File: src/pgpc_defs.vh
`ifndef PGPC_DEFS_VH
`define PGPC_DEFS_VH

// Register word addresses (byte address = 4 * word)
`define PGPC_A_CMD 4'h0
`define PGPC_A_REPLY 4'h1
`define PGPC_A_STATUS 4'h2
`define PGPC_A_IRQ_STAT 4'h3
`define PGPC_A_IRQ_MASK 4'h4
`define PGPC_A_BOOT 4'h5

// Command word fields
`define PGPC_CMD_OP_LSB 28
`define PGPC_OP_SET2 4'h1
`define PGPC_OP_SET3 4'h2
`define PGPC_OP_READ 4'h3
`define PGPC_OP_STORE 4'h4

// Pin configuration byte fields
`define PGPC_CFG_FUNC 3
`define PGPC_MODE_PD 3'h0
`define PGPC_MODE_STRONG 3'h1
`define PGPC_MODE_HIZ 3'h2
`define PGPC_MODE_PU 3'h3
`define PGPC_MODE_SLOW_HI 3'h4
`define PGPC_MODE_SLOW 3'h5
`define PGPC_MODE_RSVD 3'h6
`define PGPC_MODE_SLOW_LO 3'h7

// Level and pin-count limits
`define PGPC_LEVEL_HIGH 8'h64
`define PGPC_NPINS 5

// Factory boot config: all pins default function; 0..1 hi-Z, 2..3 strong, 4 pull-down
`define PGPC_BOOT_CFG0 8'h02
`define PGPC_BOOT_CFG1 8'h02
`define PGPC_BOOT_CFG2 8'h01
`define PGPC_BOOT_CFG3 8'h01
`define PGPC_BOOT_CFG4 8'h00

// Timing
`define PGPC_CLK_HZ 250000000
`define PGPC_PWM_HZ 100
`define PGPC_SAMPLE_HZ 32
`define PGPC_PWM_STEP_CYC (`PGPC_CLK_HZ / (`PGPC_PWM_HZ * 100))
`define PGPC_SAMPLE_CYC (`PGPC_CLK_HZ / `PGPC_SAMPLE_HZ)

// Interrupt bits
`define PGPC_IRQ_EDGE 0
`define PGPC_IRQ_REPLY 1
`define PGPC_IRQ_BADCMD 2

`endif

File: src/pgpc_gpio.v
`timescale 1ns/1ps
`include "pgpc_defs.vh"

module pgpc_gpio #(
  parameter SAMPLE_CYC = `PGPC_SAMPLE_CYC,
  parameter PWM_STEP_CYC = `PGPC_PWM_STEP_CYC
) (
  input wire sys_clk,
  input wire rst_n,
  input wire [3:0] avs_address,
  input wire avs_read,
  input wire avs_write,
  input wire [31:0] avs_writedata,
  output reg [31:0] avs_readdata,
  output reg avs_waitrequest,
  output reg irq,
  input wire [4:0] pin_in,
  output reg [4:0] pin_out,
  output reg [4:0] pin_oe,
  output reg [4:0] pin_pull_up,
  output reg [4:0] pin_pull_down,
  output reg [4:0] pin_slow,
  input wire [4:0] dflt_out,
  input wire [4:0] dflt_oe,
  output reg [4:0] dflt_in
);

////////////////////////////////////////////////////////////////////////////
// Bus slave: one wait cycle, then the answer
reg ack_q;
wire req = (avs_read | avs_write) & ~ack_q;
wire wr_go = avs_write & ack_q;
wire rd_go = avs_read & ack_q;

// Per-pin stores, reply and interrupt registers
reg [7:0] level_q [0:4];
reg [3:0] cfg_q [0:4];
reg [3:0] boot_q [0:4];
reg [4:0] rise_q;
reg [4:0] fall_q;
reg [31:0] reply_q;
reg reply_valid_q;
reg [2:0] irq_stat_q;
reg [2:0] irq_mask_q;

wire [3:0] op = avs_writedata[31:28];
wire [7:0] b_idx = avs_writedata[7:0];
wire [7:0] b_lvl = avs_writedata[15:8];
wire [7:0] b_cfg = avs_writedata[23:16];
wire cmd_wr = wr_go && avs_address == `PGPC_A_CMD;
wire idx_ok = b_idx < `PGPC_NPINS;
wire lvl_ok = b_lvl <= `PGPC_LEVEL_HIGH;
wire cfg_ok = b_cfg[7:4] == 4'h0 &&
  b_cfg[2:0] != `PGPC_MODE_RSVD;
wire set_ok = cmd_wr && idx_ok && lvl_ok &&
  (op == `PGPC_OP_SET2 || (op == `PGPC_OP_SET3 && cfg_ok));
wire rd_ok = cmd_wr && op == `PGPC_OP_READ && idx_ok;
wire st_ok = cmd_wr && op == `PGPC_OP_STORE;
wire bad = cmd_wr && !set_ok && !rd_ok && !st_ok;
wire [2:0] rd_idx = b_idx[2:0];

////////////////////////////////////////////////////////////////////////////
// Timebases
reg [31:0] samp_cnt_q;
reg samp_tick_q;
reg [31:0] step_cnt_q;
reg [6:0] phase_q;

always @(posedge sys_clk or negedge rst_n) begin
  if (!rst_n) begin
    samp_cnt_q <= 32'h0;
    samp_tick_q <= 1'b0;
    step_cnt_q <= 32'h0;
    phase_q <= 7'h0;
  end else begin
    samp_tick_q <= 1'b0;
    if (samp_cnt_q == SAMPLE_CYC - 1) begin
      samp_cnt_q <= 32'h0;
      samp_tick_q <= 1'b1;
    end else begin
      samp_cnt_q <= samp_cnt_q + 32'h1;
    end
    if (step_cnt_q == PWM_STEP_CYC - 1) begin
      step_cnt_q <= 32'h0;
      // 100 steps of 1 percent make one 100 Hz period
      phase_q <= (phase_q == 7'h63) ? 7'h0 : phase_q + 7'h1;
    end else begin
      step_cnt_q <= step_cnt_q + 32'h1;
    end
  end
end

////////////////////////////////////////////////////////////////////////////
// Input synchroniser and sampler
reg [4:0] sync1_q;
reg [4:0] sync2_q;
reg [4:0] samp_q;

always @(posedge sys_clk or negedge rst_n) begin
  if (!rst_n) begin
    sync1_q <= 5'h0;
    sync2_q <= 5'h0;
    samp_q <= 5'h0;
    dflt_in <= 5'h0;
  end else begin
    sync1_q <= pin_in;
    sync2_q <= sync1_q;
    dflt_in <= sync2_q;
    if (samp_tick_q)
      samp_q <= sync2_q;
  end
end

////////////////////////////////////////////////////////////////////////////
// Per-pin state, edge flags and pad drive
reg booted_q;
genvar g;
generate
  for (g = 0; g < 5; g = g + 1) begin : pin_g
    // Factory bytes are 8 bits wide; only the low nibble is stored
    wire [7:0] boot_rst = (g == 0) ? `PGPC_BOOT_CFG0 :
      (g == 1) ? `PGPC_BOOT_CFG1 : (g == 2) ? `PGPC_BOOT_CFG2 :
      (g == 3) ? `PGPC_BOOT_CFG3 : `PGPC_BOOT_CFG4;
    wire sel = rd_idx == g;
    wire new_rise = samp_tick_q & sync2_q[g] & ~samp_q[g];
    wire new_fall = samp_tick_q & ~sync2_q[g] & samp_q[g];
    wire lvl_bit = (level_q[g] == 8'h0) ? 1'b0 :
      (level_q[g] >= `PGPC_LEVEL_HIGH) ? 1'b1 :
      ({1'b0, phase_q} < level_q[g]);
    wire user = cfg_q[g][`PGPC_CFG_FUNC];
    wire val = user ? lvl_bit : dflt_out[g];
    wire [2:0] md = cfg_q[g][2:0];

    always @(posedge sys_clk or negedge rst_n) begin
      if (!rst_n) begin
        level_q[g] <= 8'h0;
        cfg_q[g] <= boot_rst[3:0];
        boot_q[g] <= boot_rst[3:0];
        rise_q[g] <= 1'b0;
        fall_q[g] <= 1'b0;
      end else begin
        if (!booted_q)
          cfg_q[g] <= boot_q[g];
        else if (set_ok && sel) begin
          level_q[g] <= b_lvl;
          if (op == `PGPC_OP_SET3)
            cfg_q[g] <= b_cfg[3:0];
        end
        if (st_ok)
          boot_q[g] <= cfg_q[g];
        // New edge wins over the clear from a read
        if (new_rise)
          rise_q[g] <= 1'b1;
        else if (rd_ok && sel)
          rise_q[g] <= 1'b0;
        if (new_fall)
          fall_q[g] <= 1'b1;
        else if (rd_ok && sel)
          fall_q[g] <= 1'b0;
      end
    end

    // Default function's enable masks the drive that the mode sets when not user
    always @(posedge sys_clk or negedge rst_n) begin
      if (!rst_n) begin
        pin_out[g] <= 1'b0;
        pin_oe[g] <= 1'b0;
        pin_pull_up[g] <= 1'b0;
        pin_pull_down[g] <= 1'b0;
        pin_slow[g] <= 1'b0;
      end else begin
        pin_out[g] <= val;
        pin_slow[g] <= md[2];
        pin_pull_up[g] <= md == `PGPC_MODE_PU && val;
        pin_pull_down[g] <= md == `PGPC_MODE_PD && !val;
        case (md)
          `PGPC_MODE_PD: pin_oe[g] <= val;
          `PGPC_MODE_STRONG: pin_oe[g] <= 1'b1;
          `PGPC_MODE_HIZ: pin_oe[g] <= 1'b0;
          `PGPC_MODE_PU: pin_oe[g] <= !val;
          `PGPC_MODE_SLOW_HI: pin_oe[g] <= val;
          `PGPC_MODE_SLOW: pin_oe[g] <= 1'b1;
          `PGPC_MODE_SLOW_LO: pin_oe[g] <= !val;
          default: pin_oe[g] <= 1'b0;
        endcase
        if (!user && !dflt_oe[g])
          pin_oe[g] <= 1'b0;
      end
    end
  end
endgenerate

////////////////////////////////////////////////////////////////////////////
// Command results, interrupts and bus answer
wire [7:0] st_byte = {5'h0, rise_q[rd_idx], fall_q[rd_idx],
  samp_q[rd_idx]};
wire any_edge = samp_tick_q && (sync2_q != samp_q);
wire [2:0] ev = {bad, rd_ok, any_edge};
wire [2:0] w1c = (wr_go && avs_address == `PGPC_A_IRQ_STAT) ?
  avs_writedata[2:0] : 3'h0;

always @(posedge sys_clk or negedge rst_n) begin
  if (!rst_n) begin
    ack_q <= 1'b0;
    avs_waitrequest <= 1'b1;
    avs_readdata <= 32'h0;
    reply_q <= 32'h0;
    reply_valid_q <= 1'b0;
    irq_stat_q <= 3'h0;
    irq_mask_q <= 3'h0;
    irq <= 1'b0;
    booted_q <= 1'b0;
  end else begin
    booted_q <= 1'b1;
    ack_q <= req;
    avs_waitrequest <= ~req;
    if (rd_ok) begin
      reply_q <= {{4'h0, cfg_q[rd_idx]}, level_q[rd_idx], st_byte,
        b_idx};
      reply_valid_q <= 1'b1;
    end
    // Set wins over write-one-to-clear
    irq_stat_q <= (irq_stat_q & ~w1c) | ev;
    if (wr_go && avs_address == `PGPC_A_IRQ_MASK)
      irq_mask_q <= avs_writedata[2:0];
    irq <= |(irq_stat_q & irq_mask_q);
    if (req && avs_read) begin
      case (avs_address)
        `PGPC_A_REPLY: avs_readdata <= reply_q;
        `PGPC_A_STATUS: avs_readdata <= {26'h0, reply_valid_q, samp_q};
        `PGPC_A_IRQ_STAT: avs_readdata <= {29'h0, irq_stat_q};
        `PGPC_A_IRQ_MASK: avs_readdata <= {29'h0, irq_mask_q};
        `PGPC_A_BOOT: avs_readdata <= {12'h0, boot_q[4], boot_q[3],
          boot_q[2], boot_q[1], boot_q[0]};
        default: avs_readdata <= 32'h0;
      endcase
    end
    if (rd_go && avs_address == `PGPC_A_REPLY)
      reply_valid_q <= rd_ok;
  end
end

endmodule // pgpc_gpio

File: config.mk
export PLATFORM = sky130hd
export DESIGN_NAME = pgpc_gpio
export DESIGN_NICKNAME = d
export VERILOG_FILES = /design/src/pgpc_gpio.v
export VERILOG_INCLUDE_DIRS = /design/src
export SDC_FILE = /design/constraint.sdc
export NUM_CORES = 1
export LEC_CHECK = 0
export BUFFER_PORTS_ARGS = -buffer_cell sky130_fd_sc_hd__buf_2
export CAP_MARGIN = 20
export CELL_PAD_IN_SITES_DETAIL_PLACEMENT = 2
export CELL_PAD_IN_SITES_GLOBAL_PLACEMENT = 2
export CORE_ASPECT_RATIO = 1.1
export CORE_UTILIZATION = 39
export DETAILED_ROUTE_END_ITERATION = 16
export GPL_ROUTABILITY_DRIVEN = 0
export PLACE_DENSITY = 0.79
export REMOVE_ABC_BUFFERS = 1
export SLEW_MARGIN = 20
export SYNTH_ARGS = -nofsm -noshare
export SYNTH_HDL_FRONTEND = slang
export SYNTH_SLANG_ARGS = --single-unit
export TNS_END_PERCENT = 20
File: constraint.sdc
create_clock -name sys_clk -period 2.73 [get_ports sys_clk]
set_input_delay 0 -clock sys_clk [delete_from_list [all_inputs] [get_ports sys_clk]]
set_output_delay 0 -clock sys_clk [all_outputs]
set_load 0.01 [all_outputs]
==> reports/results.ini, run 1 <==
[status]
status = finished, final reports clean

[power]
p_total_mw = 8.698
clock_power_share_pct = 48.1
pwr-share-seq_pct = 46.8
p_comb_share_pct = 5.1
p_int_mw = 6.683
p_switching_mw = 2.015
ir_worst_vdd_uv = 449.6
leakage_nw = 6.970
sw_frac_of_total_pct = 23.16
p_per_area_mw_per_mm2 = 573.9

[timing]
fmax_mhz = 377.5
fin_skew_ns = 0.02578
final.setup.tns_ns = 0
fin_crit_sh_pct = 97.03
drv_slew = 0
rsz0062_at_grt = no
holdWs_ns = 0.03280
finalSetupViolCount = 0
relSlewSlack_pct = 44.36
final_hold_viol_count = 0
min_period_ns = 2.649
worst_pin_slew_ns = 0.8326

[clock_tree]
postCtsSetupRepairBufs = 0
clk_pin_slew_worst_paths_ns = 0.06
numCtsBuffers = 30
cts_buffer_depth = 3
clkLatencyLatePin_ns = 0.58
htree_levels = 1
cts-root-buf = clkbuf_16
cts_tree = done
clock_sinks = 269

[grt]
antenna_found_initial = 0
grt_max_degree = 88
grt.total_usage_pct = 24.88
grt_pass1_vias = 11320
grt_overflow_total = 0
grt_pass1_wl_mm = 64.14

[final_layout]
nets = 1411
syn2layout_area_growth_pct = 20.58
drive_above_1_share_pct = 21.17
mostFrequentLayoutCell = dfrtp_1
mostFrequentLayoutCells = dfrtp_1, nand2_1, buf_2

[synth]
async_flop_share_pct = 100.0
yosysWarnings = 0
seq_area_frac_synth_pct = 53.64
netlist-cell-type-count = 68
syn-instance-count = 1151
syn-cell-area_sq_mm = 0.01257
syn_area_per_cell_sq_um = 10.92
synth_edf_count = 0
ys_ff_latch = 269
synth-main-ff-cell = dfrtp_1

[die]
die_x_um = 173.2
core_sq_mm = 0.03157
dieHeight_um = 190.3
die_area_sq_mm = 0.03295
fp-row-count = 68
io_pins = 119
floorplan.initialDensity_pct = 39.82

[detailed_routing]
drc = 0
first_iter_violations = 366
wl_per_cell_um = 22.34
antenna_left = 0
avgViaCountPerCell = 5.550
finalWirelength_mm = 39.47
first_pass_iters = 4
num_vias = 9807

[flow_run]
drv_cap = 0

[critical_path]
required_ns = 3.23
crit_chain = inv_1 -> ha_1 -> a21oi_1 -> a21boi_0 -> o31a_1 -> nor2_1 -> mux2i_1 -> dlygate4sd3_1
max_stage_delay_ns = 0.55
criticalPathCategory = register to register
critPathMaxFanout = 5
start_kind = register
crit_arrival_ns = 3.15
end_kind = register
slowest_stage = dlygate4sd3_1

[place]
portBuffers = 110
dpl.hpwl_mm = 26.72

[worst_hold_path]
hp-class = input pin to register

[synth_stat cells (17+ instances only)]
library cell	instances	area share [%]
nor4_1	17	0.85
a22oi_1	27	1.6
nand2_1	129	3.9
nand3_1	65	2.6
mux2_2	58	5.2
nor3_1	23	0.92
nor2_1	54	1.6
dfrtp_1	260	52
xor2_1	30	2.1
a21oi_1	17	0.68
o221ai_1	20	1.4
ha_1	33	3.3
o21ai_0	59	2.3
clkbuf_1	23	0.69
inv_1	76	2.3
xnor2_1	36	2.5
[worst paths after layout]
check | from | slack, ns | cells past startpoint | endpoint
min in group asynchronous | rst_n | 0.04 | 2 | irq_stat_q[2]
worst max-delay path | level_q[29] | 0.08 | 8 | pin_oe[1]
max in group asynchronous | rst_n | 1.83 | 3 | avs_readdata[11]
worst max register to register | level_q[29] | 0.08 | 8 | pin_oe[1]
worst min-delay path | avs_address[2] | 0.03 | 3 | avs_readdata[5]
worst min register to register | sync1_q[2] | 0.35 | 0 | sync2_q[2]
[through the flow]
stage                     utilization (%)  area [sq um]  worst slack, ns  instances
final                               48.01         15160          0.08120       1767
after global placement              43.47         13720           0.4564       1670
after floorplan                         -         12400           0.6087       1114
after global routing                48.01         15150          0.01039       1766
after CTS                           48.00         15150           0.1130       1766
after detailed placement            43.47         13720           0.3481       1670
[routing by layer]
layer  share of wire, %  GRT usage [%]  wire, um
met4                3.2          8.986      1269
met3                3.8          3.828      1510
met1                 41          29.32     16080
met5                  0              0         0
met2                 52          45.81     20610
[power groups by stage]
stage,registers (mW),clock network (mW),logic [mW]
5_1_grt,4.07,4.43,0.488
3_3_place_gp,4.14,0,0.385
2_1_floorplan,4.15,0,0.114
6_report,4.07,4.18,0.447
4_1_cts,4.07,4.27,0.451
3_5_place_dp,4.14,0,0.397
[what timing repair did]
action,CTS,global route
resized for setup,0,0
hold buffers,41,0
hold endpoints to repair,290,0
[registers in the layout (all words and copies together) (netlist names), 7 cells and up]
register / cells
phase_q: 7
level_q: 40
boot_q: 20
step_cnt_q: 32
avs_readdata: 28
samp_cnt_q: 32
cfg_q: 20
reply_q: 23
[cells by family after synthesis]
family | share of synthesized area [%]
AOI/OAI and AO/OA | 10.43
and+or+nand+nor | 15.60
other | 0.05975
buffers and inverters | 3.743
xor gates and xnor gates | 4.599
muxes | 8.640
adders and majority gates | 3.285
DFF | 53.64
[final cells by class]
class	instances	area (sq um)
Fill cell	3221	16410
Sequential cell	269	6743
Multi-Input combinational cell	768	5371
Timing Repair Buffer	177	1204
Clock buffer	48	918.4
Tap cell	420	525.5
Inverter	77	289.0
Clock inverter	7	102.6
Antenna cell	1	2.502
[critical path, delay by kind of cell, from the launching register on]
| family | cells | cell delay [ns] |
|---|---|---|
| adders and majority gates | 1 | 0.34 |
| and+or+nand+nor | 1 | 0.16 |
| buffers and inverters | 2 | 0.65 |
| DFF | 1 | 0.49 |
| AOI/OAI and AO/OA | 3 | 0.74 |
| muxes | 1 | 0.19 |
Power figures use the tool's default switching activity.
==> run 2: changes to the inputs <==
--- a/config.mk
+++ b/config.mk
@@ -14,8 +14,11 @@
 export CORE_UTILIZATION = 39
 export DETAILED_ROUTE_END_ITERATION = 16
 export GPL_ROUTABILITY_DRIVEN = 0
+export HOLD_SLACK_MARGIN = 0.02
+export MAX_ROUTING_LAYER = met4
 export PLACE_DENSITY = 0.79
 export REMOVE_ABC_BUFFERS = 1
+export SETUP_SLACK_MARGIN = 0.15
 export SLEW_MARGIN = 20
 export SYNTH_ARGS = -nofsm -noshare
 export SYNTH_HDL_FRONTEND = slang
==> reports/results.ini, run 2 (same netlist as run 1, synthesis figures left out) <==
[timing]
final.setup.tns_ns = 0
drv_slew = 0
final_hold_viol_count = 0
finalSetupViolCount = 0
worst_pin_slew_ns = 0.8332
fin_skew_ns = 0.02066
rsz0062_at_grt = no
relSlewSlack_pct = 44.32
holdWs_ns = 0.02979
fin_crit_sh_pct = 90.65
min_period_ns = 2.475
fmax_mhz = 404.1

[critical_path]
end_kind = register
slowest_stage = a221oi_2
criticalPathCategory = register to register
crit_arrival_ns = 2.94
critPathTopFamily = compound AO/OA/AOI/OAI gates
max_stage_delay_ns = 0.53
start_kind = register
critPathMaxFanout = 5
crit_chain = ha_1 -> and4b_1 -> a221oi_1 -> o21ai_0 -> a221oi_2 -> mux2i_1 -> nor2_1
required_ns = 3.19
cp_num_buf_inv = 0

[detailed_routing]
finalWirelength_mm = 39.55
wl_per_cell_um = 22.41
first_pass_iters = 4
num_vias = 9800
antenna_left = 0
avgViaCountPerCell = 5.552
first_iter_violations = 401
drc = 0

[clock_tree]
cts_buffer_depth = 3
htree_levels = 1
postCtsSetupRepairBufs = 0
clock_sinks = 269
clk_pin_slew_worst_paths_ns = 0.06
numCtsBuffers = 30
cts-root-buf = clkbuf_16
clkLatencyLatePin_ns = 0.58
cts_tree = done

[die]
io_pins = 119
core_sq_mm = 0.03157
dieHeight_um = 190.3
floorplan.initialDensity_pct = 39.82
fp-row-count = 68
die_area_sq_mm = 0.03295
die_x_um = 173.2

[final_layout]
final_cells = 1765
syn2layout_area_growth_pct = 20.43
fin_util_pct = 47.95
mostFrequentLayoutCells = dfrtp_1, nand2_1, buf_2
mostFrequentLayoutCell = dfrtp_1
final_cell_area_sq_mm = 0.01514
top_register = level_q
nets = 1409
reg.largest.list = level_q (40), samp_cnt_q (32), step_cnt_q (32)
largest_reg_flops = 40
drive_above_1_share_pct = 21.28

[place]
post_dp_cell_area_sq_mm = 0.01372
portBuffers = 110
dp.cells = 1670
dpl.hpwl_mm = 26.72

[flow_run]
drv_cap = 0

[power]
p_per_area_mw_per_mm2 = 574.7
ir_worst_vdd_uv = 448.5
leakage_nw = 6.959

[grt]
grt_pass1_wl_mm = 64.18
grt_max_degree = 88
antenna_found_initial = 0
grt_overflow_total = 0
grt_pass1_vias = 11290
grt.total_usage_pct = 25.66

[status]
status = finished, final reports clean

[worst_hold_path]
hp-class = input pin to asynchronous set/reset pin

-- run 2: final cells by class --
cell class | count | area, sq um
flip-flops and latches | 269 | 6743
inverters | 77 | 289.0
repair buffers | 175 | 1184
fillers | 3219 | 16430
clock buffers | 48 | 918.4
multi-input cells | 768 | 5373
clock inverters | 7 | 102.6
well taps | 420 | 525.5
diodes | 1 | 2.502
-- run 2: where the power goes --
part,total [mW],switching [mW],internal (mW)
logic,0.445,0.285,0.160
registers,4.07,0.0318,4.04
clock network,4.18,1.70,2.48
-- run 2: metrics by stage --
step,total power [mW],setup WS [ns]
after floorplan,4.265,0.6087
after CTS,8.794,0.2349
final,8.699,0.2553
after global routing,8.984,0.1853
after global placement,4.524,0.4564
after detailed placement,4.538,0.3481
-- run 2: metal layers --
metal / track usage [%] / wire length, um
met1: 29.30 / 16080
met2: 46.01 / 20740
met3: 3.788 / 1418
met4: 8.816 / 1303
met5: - / 0
-- run 2: worst paths after layout --
| path | slack [ns] | start | cells past startpoint | end |
|---|---|---|---|---|
| hold / removal | 0.03 | rst_n | 2 | avs_readdata[1] |
| setup / recovery | 0.26 | phase_q[6] | 7 | pin_oe[0] |
| hold reg to reg | 0.35 | sync1_q[2] | 0 | sync2_q[2] |
| min in group sys_clk | 0.03 | avs_address[2] | 3 | avs_readdata[5] |
| setup reg to reg | 0.26 | phase_q[6] | 7 | pin_oe[0] |
| max in group asynchronous | 1.84 | rst_n | 3 | avs_readdata[11] |
-- run 2: repair_timing --
| action | CTS | global route |
|---|---|---|
| hold endpoints to repair | 341 | 0 |
| resized for setup | 0 | 1 |
| endpoints found under the setup margin | 0 | 16 |
| hold buffers | 39 | 0 |
==> run 3: changes to the inputs <==
--- a/config.mk
+++ b/config.mk
@@ -6,17 +6,17 @@
 export SDC_FILE = /design/constraint.sdc
 export NUM_CORES = 1
 export LEC_CHECK = 0
-export BUFFER_PORTS_ARGS = -buffer_cell sky130_fd_sc_hd__buf_2
 export CAP_MARGIN = 20
 export CELL_PAD_IN_SITES_DETAIL_PLACEMENT = 2
 export CELL_PAD_IN_SITES_GLOBAL_PLACEMENT = 2
 export CORE_ASPECT_RATIO = 1.1
-export CORE_UTILIZATION = 39
+export CORE_UTILIZATION = 40
 export DETAILED_ROUTE_END_ITERATION = 16
+export DONT_BUFFER_PORTS = 1
 export GPL_ROUTABILITY_DRIVEN = 0
 export HOLD_SLACK_MARGIN = 0.02
 export MAX_ROUTING_LAYER = met4
-export PLACE_DENSITY = 0.79
+export PLACE_DENSITY = 0.76
 export REMOVE_ABC_BUFFERS = 1
 export SETUP_SLACK_MARGIN = 0.15
 export SLEW_MARGIN = 20
==> reports/results.ini, run 3 (same netlist as run 1, synthesis figures left out) <==
[final_layout]
top_register = level_q
drive_above_1_share_pct = 14.07
largest_reg_flops = 40
syn2layout_area_growth_pct = 16.72
mostFrequentLayoutCells = dfrtp_1, nand2_1, inv_1
fin_util_pct = 47.82
nets = 1309
reg.largest.list = level_q (40), samp_cnt_q (32), step_cnt_q (32)
mostFrequentLayoutCell = dfrtp_1

[die]
io_pins = 119
die_x_um = 171.0
dieHeight_um = 187.9
fp-row-count = 67
floorplan.initialDensity_pct = 40.97
core_sq_mm = 0.03068
die_area_sq_mm = 0.03214

[timing]
fin_crit_sh_pct = 92.45
relSlewSlack_pct = 33.25
fmax_mhz = 396.2
final.setup.tns_ns = 0
rsz0062_at_grt = yes
worst_pin_slew_ns = 1.001
final_hold_viol_count = 269
finalSetupViolCount = 0
min_period_ns = 2.524
fin_skew_ns = 0.01682
drv_slew = 0
holdWs_ns = -0.8749

[detailed_routing]
first_iter_violations = 554
antenna_left = 0
first_pass_iters = 4
wl_per_cell_um = 23.80
finalWirelength_mm = 39.51
avgViaCountPerCell = 5.708
drc = 0
num_vias = 9475

[clock_tree]
cts-root-buf = clkbuf_16
clock_sinks = 269
clk_pin_slew_worst_paths_ns = 0.06
clkLatencyLatePin_ns = 0.57
htree_levels = 1
numCtsBuffers = 30
cts_buffer_depth = 3
cts_hold_buf = 56
cts_tree = done

[power]
sw_frac_of_total_pct = 22.52
pwr-share-seq_pct = 47.6
clock_power_share_pct = 48.9
p_per_area_mw_per_mm2 = 585.8
p_int_mw = 6.659
ir_worst_vdd_uv = 449.8
leakage_nw = 6.499
p_switching_mw = 1.935
p_comb_share_pct = 3.6

[critical_path]
start_kind = input pin
crit_chain = dlygate4sd3_1 -> buf_12 -> o21ai_2 -> nand3_2 -> or2_1 -> nor4_2 -> dlygate4sd3_1 -> buf_4 -> nand2_1 -> dlygate4sd3_1 -> nand2_1
crit_arrival_ns = 3.03
criticalPathCategory = input pin to register
path_common_cell = dlygate4sd3_1
end_kind = register
slowest_stage = dlygate4sd3_1
rr_worst_depth = 8
critPathMaxFanout = 24
required_ns = 3.24
r2r_slack_ns = 0.24
max_stage_delay_ns = 0.58

[place]
portBuffers = 0
dpl.hpwl_mm = 25.02

[flow_run]
drv_cap = 0

[grt]
grt_overflow_total = 0
grt.total_usage_pct = 26.39
antenna_found_initial = 1
grt_max_degree = 270
grt_pass1_vias = 10790
grt_pass1_wl_mm = 63.39

[status]
violations = negative hold slack
status = complete, but fails checks

[worst_hold_path]
hp-class = input pin to asynchronous set/reset pin

## run 3: per-stage QoR
step                      hold WS, ns  worst slack [ns]  power (mW)  cell area (sq um)  std cells
after floorplan               -0.2956            0.6087       4.265              12400       1114
after global placement        -0.2864            0.4329       4.322              13060       1546
after detailed placement      -0.2835            0.3578       4.330              13060       1546
after CTS                     -0.8912            0.2446       8.628              14650       1657
after global routing          -0.9012            0.1246       8.858              14670       1660
final                         -0.8749            0.2061       8.594              14670       1660
## run 3: worst max-delay path, delay by kind of cell
family / cells / cell delay (ns)
AOI/OAI and AO/OA: 1 / 0.14
buffers and inverters: 5 / 2.08
and+or+nand+nor: 5 / 0.81
## run 3: worst paths after layout
| kind | start | end |
|---|---|---|
| worst max-delay path | avs_writedata[0] | reply_q[0] |
| worst min-delay path | rst_n | avs_readdata[5] |
| worst max register to register | ack_q | reply_q[0] |
| worst min register to register | sync1_q[4] | sync2_q[4] |
| max in group asynchronous | rst_n | irq_stat_q[1] |
| min in group sys_clk | avs_address[1] | avs_readdata[5] |
## run 3: area by class of cell
type | count | area (sq um)
Fill cell | 3118 | 16010
Sequential cell | 269 | 6745
Multi-Input combinational cell | 768 | 5374
Clock buffer | 44 | 873.3
Timing Repair Buffer | 75 | 723.2
Tap cell | 414 | 518.0
Inverter | 77 | 289.0
Clock inverter | 11 | 143.9
Antenna cell | 2 | 5.005
## run 3: power by group through the flow
stage                     combinational, mW  clock, mW  sequential [mW]
after global placement                0.166          0             4.16
after CTS                             0.290       4.25             4.09
final                                 0.305       4.20             4.09
after detailed placement              0.172          0             4.16
after global routing                  0.327       4.44             4.09
after floorplan                       0.114          0             4.15
## run 3: repair_timing
item,CTS,global route
resized for setup,0,4
setup buffers,0,1
endpoints found under the setup margin,0,15
hold endpoints to repair,411,269
## run 3: layer usage
layer / up-vias / GRT usage [%] / wire (um)
met5: - / - / 0
met4: 0 / 9.718 / 1226
met3: 79 / 4.242 / 1900
met2: 220 / 44.65 / 20210
met1: 4958 / 31.43 / 16170
li1: 4218 / - / -
